`config.mk`:
```
export PLATFORM = sky130hd
export DESIGN_NAME = rtc_regs
export DESIGN_NICKNAME = d
export VERILOG_FILES = /design/src/design/rtc_pkt_counter.v /design/src/design/rtc_stop_decode.v /design/src/design/rtc_regs.v
export VERILOG_INCLUDE_DIRS = /design/src /design/src/design
export SDC_FILE = /design/constraint.sdc
export NUM_CORES = 1
export LEC_CHECK = 0
export BUFFER_PORTS_ARGS = -buffer_cell sky130_fd_sc_hd__buf_4
export CELL_PAD_IN_SITES_DETAIL_PLACEMENT = 0
export CELL_PAD_IN_SITES_GLOBAL_PLACEMENT = 1
export CORE_MARGIN = 3
export CORE_UTILIZATION = 35
export DETAILED_ROUTE_END_ITERATION = 12
export GPL_ROUTABILITY_DRIVEN = 0
export HOLD_SLACK_MARGIN = 0.05
export PLACE_DENSITY_LB_ADDON = 0.1
export SLEW_MARGIN = 10
export SYNTH_ARGS = -nofsm -noshare
export SYNTH_HDL_FRONTEND = slang
export SYNTH_SLANG_ARGS = --single-unit
```
`constraint.sdc`:
```
create_clock -name clk_sys -period 4.3 [get_ports clk_sys]
set_input_delay 0.86 -clock clk_sys [delete_from_list [all_inputs] [get_ports clk_sys]]
set_output_delay 0.86 -clock clk_sys [all_outputs]
set_load 0.05 [all_outputs]
```
`src/design/rtc_regs_map.vh`:
```
`ifndef RTC_REGS_MAP_VH
`define RTC_REGS_MAP_VH

// ****************************************************************
// Register byte addresses
// ****************************************************************
`define RTC_ADDR_TEST_CTRL   32'h400000E0
`define RTC_ADDR_TX_COUNT    32'h400000E4
`define RTC_ADDR_RX_COUNT    32'h400000E8
`define RTC_ADDR_SNAPSHOT    32'h400000EC
`define RTC_ADDR_TIMING      32'h400000F0
`define RTC_ADDR_GROSS_TGT   32'h400000F4
`define RTC_ADDR_FINE_TGT    32'h400000F8
`define RTC_ADDR_SAMPLE      32'h400000FC
`define RTC_ADDR_COEX_CTRL   32'h40000100

// ****************************************************************
// Test control fields
// ****************************************************************
`define RTC_BIT_ENDLESS_RX   31
`define RTC_BIT_RX_CNT_EN    27
`define RTC_BIT_ENDLESS_TX   15
`define RTC_BIT_LEN_SRC      14
`define RTC_BIT_PRBS_TYPE    13
`define RTC_BIT_PLD_SRC      12
`define RTC_BIT_TX_CNT_EN    11
`define RTC_LEN_MSB          8
`define RTC_LEN_LSB          0

// ****************************************************************
// Timing and prefetch fields
// ****************************************************************
`define RTC_BIT_EARLY_ABORT  31
`define RTC_ABORT_MSB        25
`define RTC_ABORT_LSB        16
`define RTC_FETCH_MSB        8
`define RTC_FETCH_LSB        0
`define RTC_RST_EARLY_ABORT  1'h1
`define RTC_RST_ABORT_TIME   10'h1FE
`define RTC_RST_FETCH_TIME   9'h096

// ****************************************************************
// Coexistence fields
// ****************************************************************
`define RTC_RXIND_MSB        21
`define RTC_RXIND_LSB        20
`define RTC_TXIND_MSB        17
`define RTC_TXIND_LSB        16
`define RTC_WTXMSK_MSB       7
`define RTC_WTXMSK_LSB       6
`define RTC_WRXMSK_MSB       5
`define RTC_WRXMSK_LSB       4
`define RTC_BIT_COEXISTENCE_ENABLE      0
`define RTC_RST_WTXMSK       2'h0
`define RTC_RST_WRXMSK       2'h1
`define RTC_RST_IND_MODE     2'h0
`define RTC_IND_NO_PWRUP     2'h0
`define RTC_IND_WITH_PWRUP   2'h1
`define RTC_IND_HIGH_PRIO    2'h2

// ****************************************************************
// Timer target widths
// ****************************************************************
`define RTC_GROSS_W          23
`define RTC_FINE_W           27
`define RTC_BIT_SAMPLE       0

`endif

```
`src/design/rtc_pkt_counter.v`:
```
`timescale 1ns/10ps
`default_nettype none

module rtc_pkt_counter (
  input  wire        clk_sys,
  input  wire        rst_b,
  input  wire        count_en,
  input  wire        pkt_event,
  input  wire        report,
  output reg  [31:0] total
);

  reg  [31:0] live;
  wire [31:0] next_live;

  assign next_live = live + 32'h00000001;

  // ****************************************************************
  // Live count, latched into total on an abort report
  // ****************************************************************
  always @(posedge clk_sys) begin
    if (!rst_b) begin
      live  <= 32'h00000000;
      total <= 32'h00000000;
    end else if (report) begin
      // report includes packet
      total <= (count_en && pkt_event) ? next_live : live;
      live  <= 32'h00000000;
    end else if (count_en && pkt_event) begin
      live <= next_live;
    end
  end

endmodule

`default_nettype wire

```
`src/design/rtc_stop_decode.v`:
```
`timescale 1ns/10ps
`default_nettype none

module rtc_stop_decode (
  input  wire       wlan_active,
  input  wire [1:0] mask,
  output wire       stop_tx,
  output wire       stop_rx
);

  // Mask bit 0 lets WLAN stop local transmit, bit 1 local receive
  assign stop_tx = wlan_active & mask[0];
  assign stop_rx = wlan_active & mask[1];

endmodule

`default_nettype wire

```
`src/design/rtc_regs.v`:
```
// Notes on behaviour
// Endless receive bit in test mode holds the receive window open.
// Test mode receive counting enabled; total reported on RF abort.
// Receive total counts only packets free of sync and CRC errors.
// Endless transmit bit in test mode sends payload without end.
// Length source clear uses descriptor size, set uses test length.
// Pseudo-random type selects PRBS9 when 0, PRBS15 when 1.
// Payload source selects control structure or PRBS generator.
// Transmit counting enabled in test mode; total reported on abort.
// Nine-bit test length applies only when length source is 1.
// Early abort enable bit, enabled out of reset.
// Ten-bit forced abort instant, reset 0x1FE microseconds.
// Nine-bit table fetch instant, reset 0x96 microseconds.
// Coarse event when target equals counter 26:4 and 3:0 zero.
// Precise event when target equals the whole counter.
// Writing 1 to snapshot bit captures counter; bit self-clears.
// Receive indication mode: no power-up, power-up, priority.
// Transmit indication mode: no power-up, power-up, priority.
// WLAN transmit mask stops nothing, local tx, local rx or both.
// WLAN receive mask likewise; reset value stops local transmit.
// Coexistence enable switches the interface on; off at reset.
// Counters step by one per packet and hold between reports.
`timescale 1ns/10ps
`default_nettype none
`include "rtc_regs_map.vh"

module rtc_regs (
  input  wire        clk_sys,
  input  wire        rst_b,
  input  wire [31:0] reg_addr,
  input  wire [31:0] reg_wdata,
  input  wire        reg_wr,
  input  wire        reg_rd,
  output reg  [31:0] reg_rdata,
  input  wire        rf_test_mode,
  input  wire        rf_abort,
  input  wire        rx_pkt_done,
  input  wire        rx_sync_err,
  input  wire        rx_crc_err,
  input  wire        tx_pkt_done,
  input  wire [8:0]  desc_payload_length,
  input  wire [26:0] slot_time_counter,
  input  wire        tx_enable,
  input  wire        tx_active,
  input  wire        rx_enable,
  input  wire        rx_correlating,
  input  wire        tx_high_prio,
  input  wire        rx_high_prio,
  input  wire        wlan_tx,
  input  wire        wlan_rx,
  output reg         endless_receive_window,
  output reg         endless_transmit_payload,
  output reg  [8:0]  tx_payload_length,
  output reg         pseudo_random_type,
  output reg         payload_source_select,
  output reg         early_abort_enable,
  output reg  [9:0]  forced_abort_instant,
  output reg  [8:0]  table_fetch_instant,
  output reg         coarse_timer_event,
  output reg         precise_timer_event,
  output reg         coex_tx_indication,
  output reg         coex_rx_indication,
  output reg         stop_local_tx,
  output reg         stop_local_rx
);

  // ****************************************************************
  // Software-visible state
  // ****************************************************************
  reg         endless_rx_bit;
  reg         receive_count_enable;
  reg         endless_tx_bit;
  reg         length_source_select;
  reg         prbs_type_bit;
  reg         payload_src_bit;
  reg         transmit_count_enable;
  reg  [8:0]  test_packet_length;
  reg  [22:0] coarse_target_value;
  reg  [26:0] precise_target_value;
  reg  [26:0] counter_snapshot;
  reg         counter_snapshot_trigger;
  reg  [1:0]  receive_indication_mode;
  reg  [1:0]  transmit_indication_mode;
  reg  [1:0]  coex_transmit_mask;
  reg  [1:0]  coex_receive_mask;
  reg         coexistence_enable;
  reg         coarse_match_q;
  reg         precise_match_q;

  wire [31:0] sent_packet_total;
  wire [31:0] good_packet_total;
  wire        wr_ctrl;
  wire        wr_timing;
  wire        wr_gross;
  wire        wr_fine;
  wire        wr_sample;
  wire        wr_coex;
  wire        rx_good;
  wire        coarse_match;
  wire        precise_match;
  wire        wtx_stop_tx;
  wire        wtx_stop_rx;
  wire        wrx_stop_tx;
  wire        wrx_stop_rx;
  reg         next_tx_ind;
  reg         next_rx_ind;
  reg  [31:0] next_rdata;

  assign wr_ctrl   = reg_wr && (reg_addr == `RTC_ADDR_TEST_CTRL);
  assign wr_timing = reg_wr && (reg_addr == `RTC_ADDR_TIMING);
  assign wr_gross  = reg_wr && (reg_addr == `RTC_ADDR_GROSS_TGT);
  assign wr_fine   = reg_wr && (reg_addr == `RTC_ADDR_FINE_TGT);
  assign wr_sample = reg_wr && (reg_addr == `RTC_ADDR_SAMPLE);
  assign wr_coex   = reg_wr && (reg_addr == `RTC_ADDR_COEX_CTRL);

  // ****************************************************************
  // Register writes
  // ****************************************************************
  always @(posedge clk_sys) begin
    if (!rst_b) begin
      endless_rx_bit        <= 1'h0;
      receive_count_enable  <= 1'h0;
      endless_tx_bit        <= 1'h0;
      length_source_select  <= 1'h0;
      prbs_type_bit         <= 1'h0;
      payload_src_bit       <= 1'h0;
      transmit_count_enable <= 1'h0;
      test_packet_length    <= 9'h000;
    end else if (wr_ctrl) begin
      endless_rx_bit        <= reg_wdata[`RTC_BIT_ENDLESS_RX];
      receive_count_enable  <= reg_wdata[`RTC_BIT_RX_CNT_EN];
      endless_tx_bit        <= reg_wdata[`RTC_BIT_ENDLESS_TX];
      length_source_select  <= reg_wdata[`RTC_BIT_LEN_SRC];
      prbs_type_bit         <= reg_wdata[`RTC_BIT_PRBS_TYPE];
      payload_src_bit       <= reg_wdata[`RTC_BIT_PLD_SRC];
      transmit_count_enable <= reg_wdata[`RTC_BIT_TX_CNT_EN];
      test_packet_length    <= reg_wdata[`RTC_LEN_MSB:`RTC_LEN_LSB];
    end
  end

  always @(posedge clk_sys) begin
    if (!rst_b) begin
      // enabled at reset
      early_abort_enable   <= `RTC_RST_EARLY_ABORT;
      // abort instant reset
      forced_abort_instant <= `RTC_RST_ABORT_TIME;
      // fetch instant reset
      table_fetch_instant  <= `RTC_RST_FETCH_TIME;
    end else if (wr_timing) begin
      early_abort_enable   <= reg_wdata[`RTC_BIT_EARLY_ABORT];
      forced_abort_instant <= reg_wdata[`RTC_ABORT_MSB:`RTC_ABORT_LSB];
      table_fetch_instant  <= reg_wdata[`RTC_FETCH_MSB:`RTC_FETCH_LSB];
    end
  end

  always @(posedge clk_sys) begin
    if (!rst_b) begin
      coarse_target_value  <= 23'h000000;
      precise_target_value <= 27'h0000000;
    end else begin
      if (wr_gross) begin
        coarse_target_value <= reg_wdata[`RTC_GROSS_W-1:0];
      end
      if (wr_fine) begin
        precise_target_value <= reg_wdata[`RTC_FINE_W-1:0];
      end
    end
  end

  always @(posedge clk_sys) begin
    if (!rst_b) begin
      receive_indication_mode  <= `RTC_RST_IND_MODE;
      transmit_indication_mode <= `RTC_RST_IND_MODE;
      coex_transmit_mask       <= `RTC_RST_WTXMSK;
      // default stops local tx
      coex_receive_mask        <= `RTC_RST_WRXMSK;
      // coexistence off at reset
      coexistence_enable       <= 1'h0;
    end else if (wr_coex) begin
      receive_indication_mode  <= reg_wdata[`RTC_RXIND_MSB:`RTC_RXIND_LSB];
      transmit_indication_mode <= reg_wdata[`RTC_TXIND_MSB:`RTC_TXIND_LSB];
      coex_transmit_mask       <= reg_wdata[`RTC_WTXMSK_MSB:`RTC_WTXMSK_LSB];
      coex_receive_mask        <= reg_wdata[`RTC_WRXMSK_MSB:`RTC_WRXMSK_LSB];
      coexistence_enable       <= reg_wdata[`RTC_BIT_COEXISTENCE_ENABLE];
    end
  end

  // ****************************************************************
  // Counter snapshot
  // ****************************************************************
  // capture then self-clear
  always @(posedge clk_sys) begin
    if (!rst_b) begin
      counter_snapshot_trigger <= 1'h0;
      counter_snapshot         <= 27'h0000000;
    end else begin
      if (counter_snapshot_trigger) begin
        counter_snapshot <= slot_time_counter;
      end
      if (wr_sample && reg_wdata[`RTC_BIT_SAMPLE]) begin
        counter_snapshot_trigger <= 1'h1;
      end else begin
        counter_snapshot_trigger <= 1'h0;
      end
    end
  end

  // ****************************************************************
  // Test packet counters
  // ****************************************************************
  // only error-free packets
  assign rx_good = rx_pkt_done && !rx_sync_err && !rx_crc_err;

  // receive count and report
  rtc_pkt_counter u_rx_count (
    .clk_sys   (clk_sys),
    .rst_b     (rst_b),
    .count_en  (rf_test_mode && receive_count_enable),
    .pkt_event (rx_good),
    .report    (rf_abort),
    .total     (good_packet_total)
  );

  // transmit count and report
  rtc_pkt_counter u_tx_count (
    .clk_sys   (clk_sys),
    .rst_b     (rst_b),
    .count_en  (rf_test_mode && transmit_count_enable),
    .pkt_event (tx_pkt_done),
    .report    (rf_abort),
    .total     (sent_packet_total)
  );

  // ****************************************************************
  // Test mode controls to the sequencer
  // ****************************************************************
  always @(posedge clk_sys) begin
    if (!rst_b) begin
      endless_receive_window   <= 1'h0;
      endless_transmit_payload <= 1'h0;
      tx_payload_length        <= 9'h000;
      pseudo_random_type       <= 1'h0;
      payload_source_select    <= 1'h0;
    end else begin
      // endless receive
      endless_receive_window   <= rf_test_mode && endless_rx_bit;
      // endless transmit
      endless_transmit_payload <= rf_test_mode && endless_tx_bit;
      // length source
      if (rf_test_mode && length_source_select) begin
        tx_payload_length <= test_packet_length;
      end else begin
        tx_payload_length <= desc_payload_length;
      end
      // PRBS type
      pseudo_random_type    <= rf_test_mode && prbs_type_bit;
      // payload source
      payload_source_select <= rf_test_mode && payload_src_bit;
    end
  end

  // ****************************************************************
  // Timer target comparators
  // ****************************************************************
  // coarse match
  assign coarse_match = (coarse_target_value == slot_time_counter[26:4])
                     && (slot_time_counter[3:0] == 4'h0);
  // precise match
  assign precise_match = (precise_target_value == slot_time_counter);

  // One pulse on entry to a match, however long the counter dwells
  always @(posedge clk_sys) begin
    if (!rst_b) begin
      coarse_match_q      <= 1'h0;
      precise_match_q     <= 1'h0;
      coarse_timer_event  <= 1'h0;
      precise_timer_event <= 1'h0;
    end else begin
      coarse_match_q      <= coarse_match;
      precise_match_q     <= precise_match;
      coarse_timer_event  <= coarse_match && !coarse_match_q;
      precise_timer_event <= precise_match && !precise_match_q;
    end
  end

  // ****************************************************************
  // WLAN coexistence
  // ****************************************************************
  // WLAN transmit mask
  rtc_stop_decode u_wtx_stop (
    .wlan_active (wlan_tx),
    .mask        (coex_transmit_mask),
    .stop_tx     (wtx_stop_tx),
    .stop_rx     (wtx_stop_rx)
  );

  // WLAN receive mask
  rtc_stop_decode u_wrx_stop (
    .wlan_active (wlan_rx),
    .mask        (coex_receive_mask),
    .stop_tx     (wrx_stop_tx),
    .stop_rx     (wrx_stop_rx)
  );

  // transmit indication
  always @* begin
    case (transmit_indication_mode)
      `RTC_IND_NO_PWRUP:   next_tx_ind = tx_active;
      `RTC_IND_WITH_PWRUP: next_tx_ind = tx_enable;
      `RTC_IND_HIGH_PRIO:  next_tx_ind = tx_enable && tx_high_prio;
      default:             next_tx_ind = 1'h0;
    endcase
  end

  // receive indication
  always @* begin
    case (receive_indication_mode)
      `RTC_IND_NO_PWRUP:   next_rx_ind = rx_correlating;
      `RTC_IND_WITH_PWRUP: next_rx_ind = rx_enable;
      `RTC_IND_HIGH_PRIO:  next_rx_ind = rx_enable && rx_high_prio;
      default:             next_rx_ind = 1'h0;
    endcase
  end

  // gate by coexistence enable
  always @(posedge clk_sys) begin
    if (!rst_b) begin
      coex_tx_indication <= 1'h0;
      coex_rx_indication <= 1'h0;
      stop_local_tx      <= 1'h0;
      stop_local_rx      <= 1'h0;
    end else begin
      coex_tx_indication <= coexistence_enable && next_tx_ind;
      coex_rx_indication <= coexistence_enable && next_rx_ind;
      stop_local_tx <= coexistence_enable && (wtx_stop_tx || wrx_stop_tx);
      stop_local_rx <= coexistence_enable && (wtx_stop_rx || wrx_stop_rx);
    end
  end

  // ****************************************************************
  // Register reads
  // ****************************************************************
  always @* begin
    next_rdata = 32'h00000000;
    case (reg_addr)
      `RTC_ADDR_TEST_CTRL: begin
        next_rdata[`RTC_BIT_ENDLESS_RX]        = endless_rx_bit;
        next_rdata[`RTC_BIT_RX_CNT_EN]         = receive_count_enable;
        next_rdata[`RTC_BIT_ENDLESS_TX]        = endless_tx_bit;
        next_rdata[`RTC_BIT_LEN_SRC]           = length_source_select;
        next_rdata[`RTC_BIT_PRBS_TYPE]         = prbs_type_bit;
        next_rdata[`RTC_BIT_PLD_SRC]           = payload_src_bit;
        next_rdata[`RTC_BIT_TX_CNT_EN]         = transmit_count_enable;
        next_rdata[`RTC_LEN_MSB:`RTC_LEN_LSB]  = test_packet_length;
      end
      `RTC_ADDR_TX_COUNT: next_rdata = sent_packet_total;
      `RTC_ADDR_RX_COUNT: next_rdata = good_packet_total;
      `RTC_ADDR_SNAPSHOT: next_rdata[26:0] = counter_snapshot;
      `RTC_ADDR_TIMING: begin
        next_rdata[`RTC_BIT_EARLY_ABORT]         = early_abort_enable;
        next_rdata[`RTC_ABORT_MSB:`RTC_ABORT_LSB] = forced_abort_instant;
        next_rdata[`RTC_FETCH_MSB:`RTC_FETCH_LSB] = table_fetch_instant;
      end
      `RTC_ADDR_GROSS_TGT: next_rdata[22:0] = coarse_target_value;
      `RTC_ADDR_FINE_TGT:  next_rdata[26:0] = precise_target_value;
      `RTC_ADDR_COEX_CTRL: begin
        next_rdata[`RTC_RXIND_MSB:`RTC_RXIND_LSB]   = receive_indication_mode;
        next_rdata[`RTC_TXIND_MSB:`RTC_TXIND_LSB]   = transmit_indication_mode;
        next_rdata[`RTC_WTXMSK_MSB:`RTC_WTXMSK_LSB] = coex_transmit_mask;
        next_rdata[`RTC_WRXMSK_MSB:`RTC_WRXMSK_LSB] = coex_receive_mask;
        next_rdata[`RTC_BIT_COEXISTENCE_ENABLE]                = coexistence_enable;
      end
      default: next_rdata = 32'h00000000;
    endcase
  end

  // Read data stand only in the cycle after the strobe
  always @(posedge clk_sys) begin
    if (!rst_b) begin
      reg_rdata <= 32'h00000000;
    end else if (reg_rd) begin
      reg_rdata <= next_rdata;
    end else begin
      reg_rdata <= 32'h00000000;
    end
  end

endmodule

`default_nettype wire

```
After elaboration in Yosys (flattened, before gate mapping)
Cells that the tools add are included.
Widths: inputs -> output; s select.
{"block": "totals", "wordCells": 119, "regBits": 304, "latchBits": 0, "inputBits": 118, "output_inout_bits": 71, "ram_bits": 0, "memories": 0, "rom_bits": 0}
{"block": "classes", "addsub": 2, "div_mod_pow": 0, "mux": 21, "reduce_logical": 38, "bitwise": 5, "n_lt_le_gt_ge": 0, "n_shift": 0, "mul": 0, "eq_ne": 15}
{"op": "$eq 32x31->1 const B", "count": 9}
{"op": "$add 32x1->32 const B", "count": 2}
{"op": "$mux 32", "count": 2}
{"op": "$pmux 4 s8", "count": 1}
{"op": "$pmux 5 s6", "count": 1}
{"op": "$pmux 2 s7", "count": 2}
{"op": "$eq 27x27->1", "count": 1}
{"op": "$logic_and 1x1->1", "count": 27}
{"op": "$eq 23x23->1", "count": 1}
{"op": "$pmux 3 s7", "count": 1}
{"op": "$pmux 3 s5", "count": 1}
{"op": "$pmux 2 s6", "count": 1}
{"op": "$pmux 2 s5", "count": 1}
{"op": "$mux 9", "count": 1}
{"op": "$pmux 1 s3", "count": 3}
{"op": "$pmux 1 s4", "count": 2}
{"op": "$pmux 1 s8", "count": 1}
{"op": "$pmux 1 s7", "count": 1}
{"op": "$pmux 1 s6", "count": 1}
{"op": "$pmux 3 s2", "count": 1}
{"op": "$and 1x1->1", "count": 4}
{"op": "$eq 2x1->1 const B", "count": 2}
{"op": "$eq 2x2->1 const B", "count": 2}
{"op": "$logic_not 1->1", "count": 4}
{"op": "7 further kinds", "count": 9}

Logic depth before layout (Yosys ltp)
{"block": "depth", "depth_word": 5, "ltp_mapped": 8, "ltp_nobuf": 6}

By module
Synthesis repeated with hierarchy kept, for this count alone.
{"block": "unflattened", "hier_cells": 1428, "hier_area_um2": 13196.4}
{"module": "rtc_regs", "cells_per_inst": 838, "seq_area_each_um2": 3523.4, "area_per_inst_um2": 7911.3, "instances": 1}
{"module": "rtc_pkt_counter", "cells_per_inst": 293, "seq_area_each_um2": 1281.2, "area_per_inst_um2": 2630.0, "instances": 2}
{"module": "rtc_stop_decode", "cells_per_inst": 2, "seq_area_each_um2": 0.0, "area_per_inst_um2": 12.5, "instances": 2}

Least setup slack after synthesis
Ideal clock, no wire load.
{"block": "synth_timing", "kind": "input to register", "startpoint": "in reg_addr[9]", "endpoint": "reg coarse_target_value[11]", "setup_slack_ns": 1.892, "arrival_time_ns": 2.280, "required_time_ns": 4.172, "path_buffers": 3, "path_stages": 8, "path_cell_list": "nor4_4 > and4_2 > buf_2 > and4_1 > buf_4 > buf_4 > mux2i_1 > nor2_1"}
{"block": "synth_via", "elab_chain_cells": 2}
{"element": "start, declared", "line": "rtc_regs.v:30", "rtl": "input wire [31:0] reg_addr,"}
{"element": "$eq 32x31->1"}
{"element": "$logic_and 1x1->1", "line": "rtc_regs.v:111", "rtl": "assign wr_gross = reg_wr && (reg_addr == `RTC_ADDR_GROSS_TGT);"}
{"element": "end signal, assigned", "line": "rtc_regs.v:162", "rtl": "coarse_target_value <= reg_wdata[`RTC_GROSS_W-1:0];"}
{"element": "end, declared", "line": "rtc_regs.v:78", "rtl": "reg [22:0] coarse_target_value;"}
No other way between the ends.
A chain may end at the register's enable or synchronous reset.

Worst setup path in the final report
{"block": "layout_timing", "startpoint": "in reg_addr[17]", "endpoint": "reg reg_rdata[30]"}
{"block": "layout_via", "elab_chain_cells": 2, "elab_cells_between_ends": 3}
{"element": "$eq 32x31->1", "line": "rtc_regs.v:345", "rtl": "case (reg_addr)"}
{"element": "$pmux 3 s2 (*)", "line": "rtc_regs.v:345"}
{"element": "end signal, assigned", "line": "rtc_regs.v:382", "rtl": "reg_rdata <= next_rdata;"}
{"element": "end, declared", "line": "rtc_regs.v:34", "rtl": "output reg [31:0] reg_rdata,"}
Every way passes the cells marked *; elsewhere a longest branch is shown, timed or not.

==> run metrics <==
outcome completed; min cycle time layout 2.774 ns; Initial Util 35.67%; Max VDD drop 0.2430 mV; Hold-fix buffers, CTS 0; # fillers 3700; Post-Route WL 46.32 mm; Worst slew margin 22.31%; Synth cell types 57; crit path DAT 3.22 ns; Leak 5.965 nW; Post-Synth XOR/XNOR Area 7.477%; Final ANT Viol Nets 0; vias in the first global route 10380; Max Cap Viol 0; synthesized netlist cell count 1437; # DRC 0; ranking of synthesized cells by area dfxtp_1 (46%), mux2i_1 (7.5%), nor2_1 (5.4%); CP endpoint kind flip-flop; Slew Limit Fails 0; area leader, netlist dfxtp_1; Yosys reg bits 304; initial antenna violation count 0; Tcrit/Tclk final 64.52%; all-layer global routing usage 22.68%; Final setup violation count 0; Final Skew 0.01514 ns; largest net degree at the start of global routing 81; Synth Area in Adders 0.1907%; WL/cell 22.25 um; Max Fclk 0.3604 GHz; Power, Total 6.367 mW; share of cells above drive strength 1 20.15%; global route overflow 0; CTS buffer count 36; floorplan die width 199.6 um; CTS tree built; IO Port Bufs 185; detailed route wirelength on metal2 20.05 mm; sum of negative setup slack 0 ns; Cell Rows 70; cell area after synthesis 13120 um^2; Root Buffer clkbuf_16; share of the synthesized area in the top cell type 46.39%; Clk Latency, worst-skew pair 0.53 ns; Resized cells post-CTS 0; met3 WL 2.722 mm; DRT iter0 DRCs 708; EDFF count, synth 0; Layout area overhead 22.62%; Die ar. 39840 um^2; Core Area 36790 um^2; First-pass DRT Iterations 5; Post-Syn Nets 1557; Detailed Place HPWL 33.33 mm; Least-Margin Pin Slew 1.149 ns; Die H 199.6 um; clk sinks 304; YS warnings 0; io pins 189; Worst setup SP type input pin; DR vias/cell 5.263; routed vias 10960; global-route wire length before repair 67.59 mm; multiplexer share of the synthesized area 10.39%; Crit Path Category input pin to flip-flop; post-synthesis compound-gate area fraction 12.48%; Placement Cell Area 14880 um^2; Final Cell Area 16090 um^2; RSZ-0062 raised after global routing false; Hold WC Path Type flip-flop to flip-flop; Clock transition at path regs 0.06 ns; main flop type after synthesis dfxtp_1; Worst Path Required 4.75 ns; Setup Fix Bufs, Post-CTS 0; sequential fraction of the synthesis area 46.39%; H-Tree Level Count 2; Highest Signal Layer met4; Nets 1706; pwr dens 395.8 nW/um^2; worst-path fanout max 14; Synth Area per Inst 9.130 um^2; Final Hold Fails 0; M1 WL 22.47 mm; fraction of registers with async set/reset 0%; largest family of logic cells by synthesized area simple AND/OR/NAND/NOR gates; simple-gate share of the synthesized area 19.75%; Clock Path Buffers 3
flip-flops by register name (all words and copies together), names as in the netlist, 2 cells and up:
signal and cells:
test_packet_length 9, receive_indication_mode 2, u_rx_count.live 32, reg_rdata 32
forced_abort_instant 10, table_fetch_instant 9, u_rx_count.total 32, counter_snapshot 27
coarse_target_value 23, precise_target_value 27, u_tx_count.live 32, coex_transmit_mask 2
coex_receive_mask 2, tx_payload_length 9, transmit_indication_mode 2, u_tx_count.total 32
through the flow:
step / hold slack [ns] / setup slack, ns / cells / util, %
6_report: 0.3917 / 1.526 / 2082 / 43.73
5_1_grt: 0.4167 / 1.399 / 2081 / 43.73
4_1_cts: 0.3922 / 1.559 / 2081 / 43.73
3_5_place_dp: 0.3839 / 0.9972 / 2016 / 40.44
3_3_place_gp: 0.3760 / 1.094 / 2016 / 40.44
2_1_floorplan: 0.3674 / 1.892 / 1437 / -
where the power goes:
part / leakage, nW / internal (mW) / switching, mW
Clock: 0.601 / 1.89 / 1.21
Sequential: 2.46 / 2.85 / 0.0220
Combinational: 2.90 / 0.147 / 0.248
Total: 5.97 / 4.89 / 1.48
cell families (layout without fill, tap and decap cells):
group	after synthesis	after routing
adder cells (fa/ha/maj)	2	2
buffers and inverters	104	280
AO/OA/AOI/OAI	267	267
AND/OR/NAND/NOR	527	527
other	0	1
multiplexers	121	121
flip-flops	304	304
XOR/XNOR	112	112
placed cells by master (no fill, tap or decap), types with 4 or more instances in the layout:
| cell type | synthesis | final |
|---|---|---|
| o2bb2ai_1 | 10 | 10 |
| clkbuf_8 | 0 | 11 |
| a211oi_1 | 15 | 15 |
| o21ai_0 | 65 | 65 |
| xor2_1 | 74 | 74 |
| inv_1 | 7 | 6 |
| mux2_2 | 12 | 12 |
| a32oi_1 | 6 | 6 |
| clkbuf_1 | 59 | 8 |
| nand3_1 | 41 | 41 |
| and3_1 | 11 | 11 |
| and4_1 | 15 | 15 |
| nor2_1 | 188 | 188 |
| and2_1 | 6 | 6 |
| mux4_2 | 11 | 11 |
| xnor2_1 | 38 | 38 |
| nor3_1 | 14 | 14 |
| a22o_1 | 11 | 11 |
| nor4_2 | 4 | 4 |
| clkinv_2 | 0 | 5 |
| nor4_4 | 6 | 6 |
| a31o_2 | 12 | 12 |
| mux2i_1 | 98 | 98 |
| nand2_1 | 163 | 163 |
| nand4_1 | 32 | 32 |
| a22oi_1 | 26 | 26 |
| buf_4 | 4 | 208 |
| a21oi_1 | 107 | 107 |
| dfxtp_1 | 304 | 304 |
| clkbuf_16 | 0 | 37 |
| nor4_1 | 17 | 17 |
critical path, cell delays in order:
cell	delay, ns
buf_4	0.12
nor4_4	0.40
and4_1	0.47
and2_1	0.81
nand3_1	0.36
nor2_1	0.19
Yosys cell counts, types with 12 or more instances:
cell / n
a211oi_1: 15
a21oi_1: 107
a22oi_1: 26
a31o_2: 12
and4_1: 15
buf_2: 23
clkbuf_1: 59
dfxtp_1: 304
mux2_2: 12
mux2i_1: 98
nand2_1: 163
nand3_1: 41
nand4_1: 32
nor2_1: 188
nor3_1: 14
nor4_1: 17
o21ai_0: 65
xnor2_1: 38
xor2_1: 74
final cells by class:
class	count	area, um^2	area share [%]
inverter	7	28.78	0.1789
sequential	304	6086	37.83
clock buffer	56	1107	6.883
antenna	1	2.502	0.01555
tap	468	585.6	3.640
timing repair buffer	208	1562	9.706
clock inverter	9	102.6	0.6377
multi-input combinational	1029	6614	41.11
worst paths after layout:
kind	startpoint	slack (ns)	cells after the start	to
max	reg_addr[17]	1.53	6	reg_rdata[30]$_SDFF_PN0_
min	precise_match_q$_SDFF_PN0_	0.39	1	precise_timer_event$_SDFF_PN0_
max reg2reg	u_rx_count.live[16]$_SDFF_PP0_	1.77	5	u_rx_count.total[25]$_SDFFE_PN0P_
min reg2reg	precise_match_q$_SDFF_PN0_	0.39	1	precise_timer_event$_SDFF_PN0_
per-layer routing:
metal	track usage, %	vias up
li1	-	5365
met1	33.34	5227
met2	34.76	310
met5	0	-
met3	3.524	56
met4	5.945	0
(Power assumes the default switching activity.)
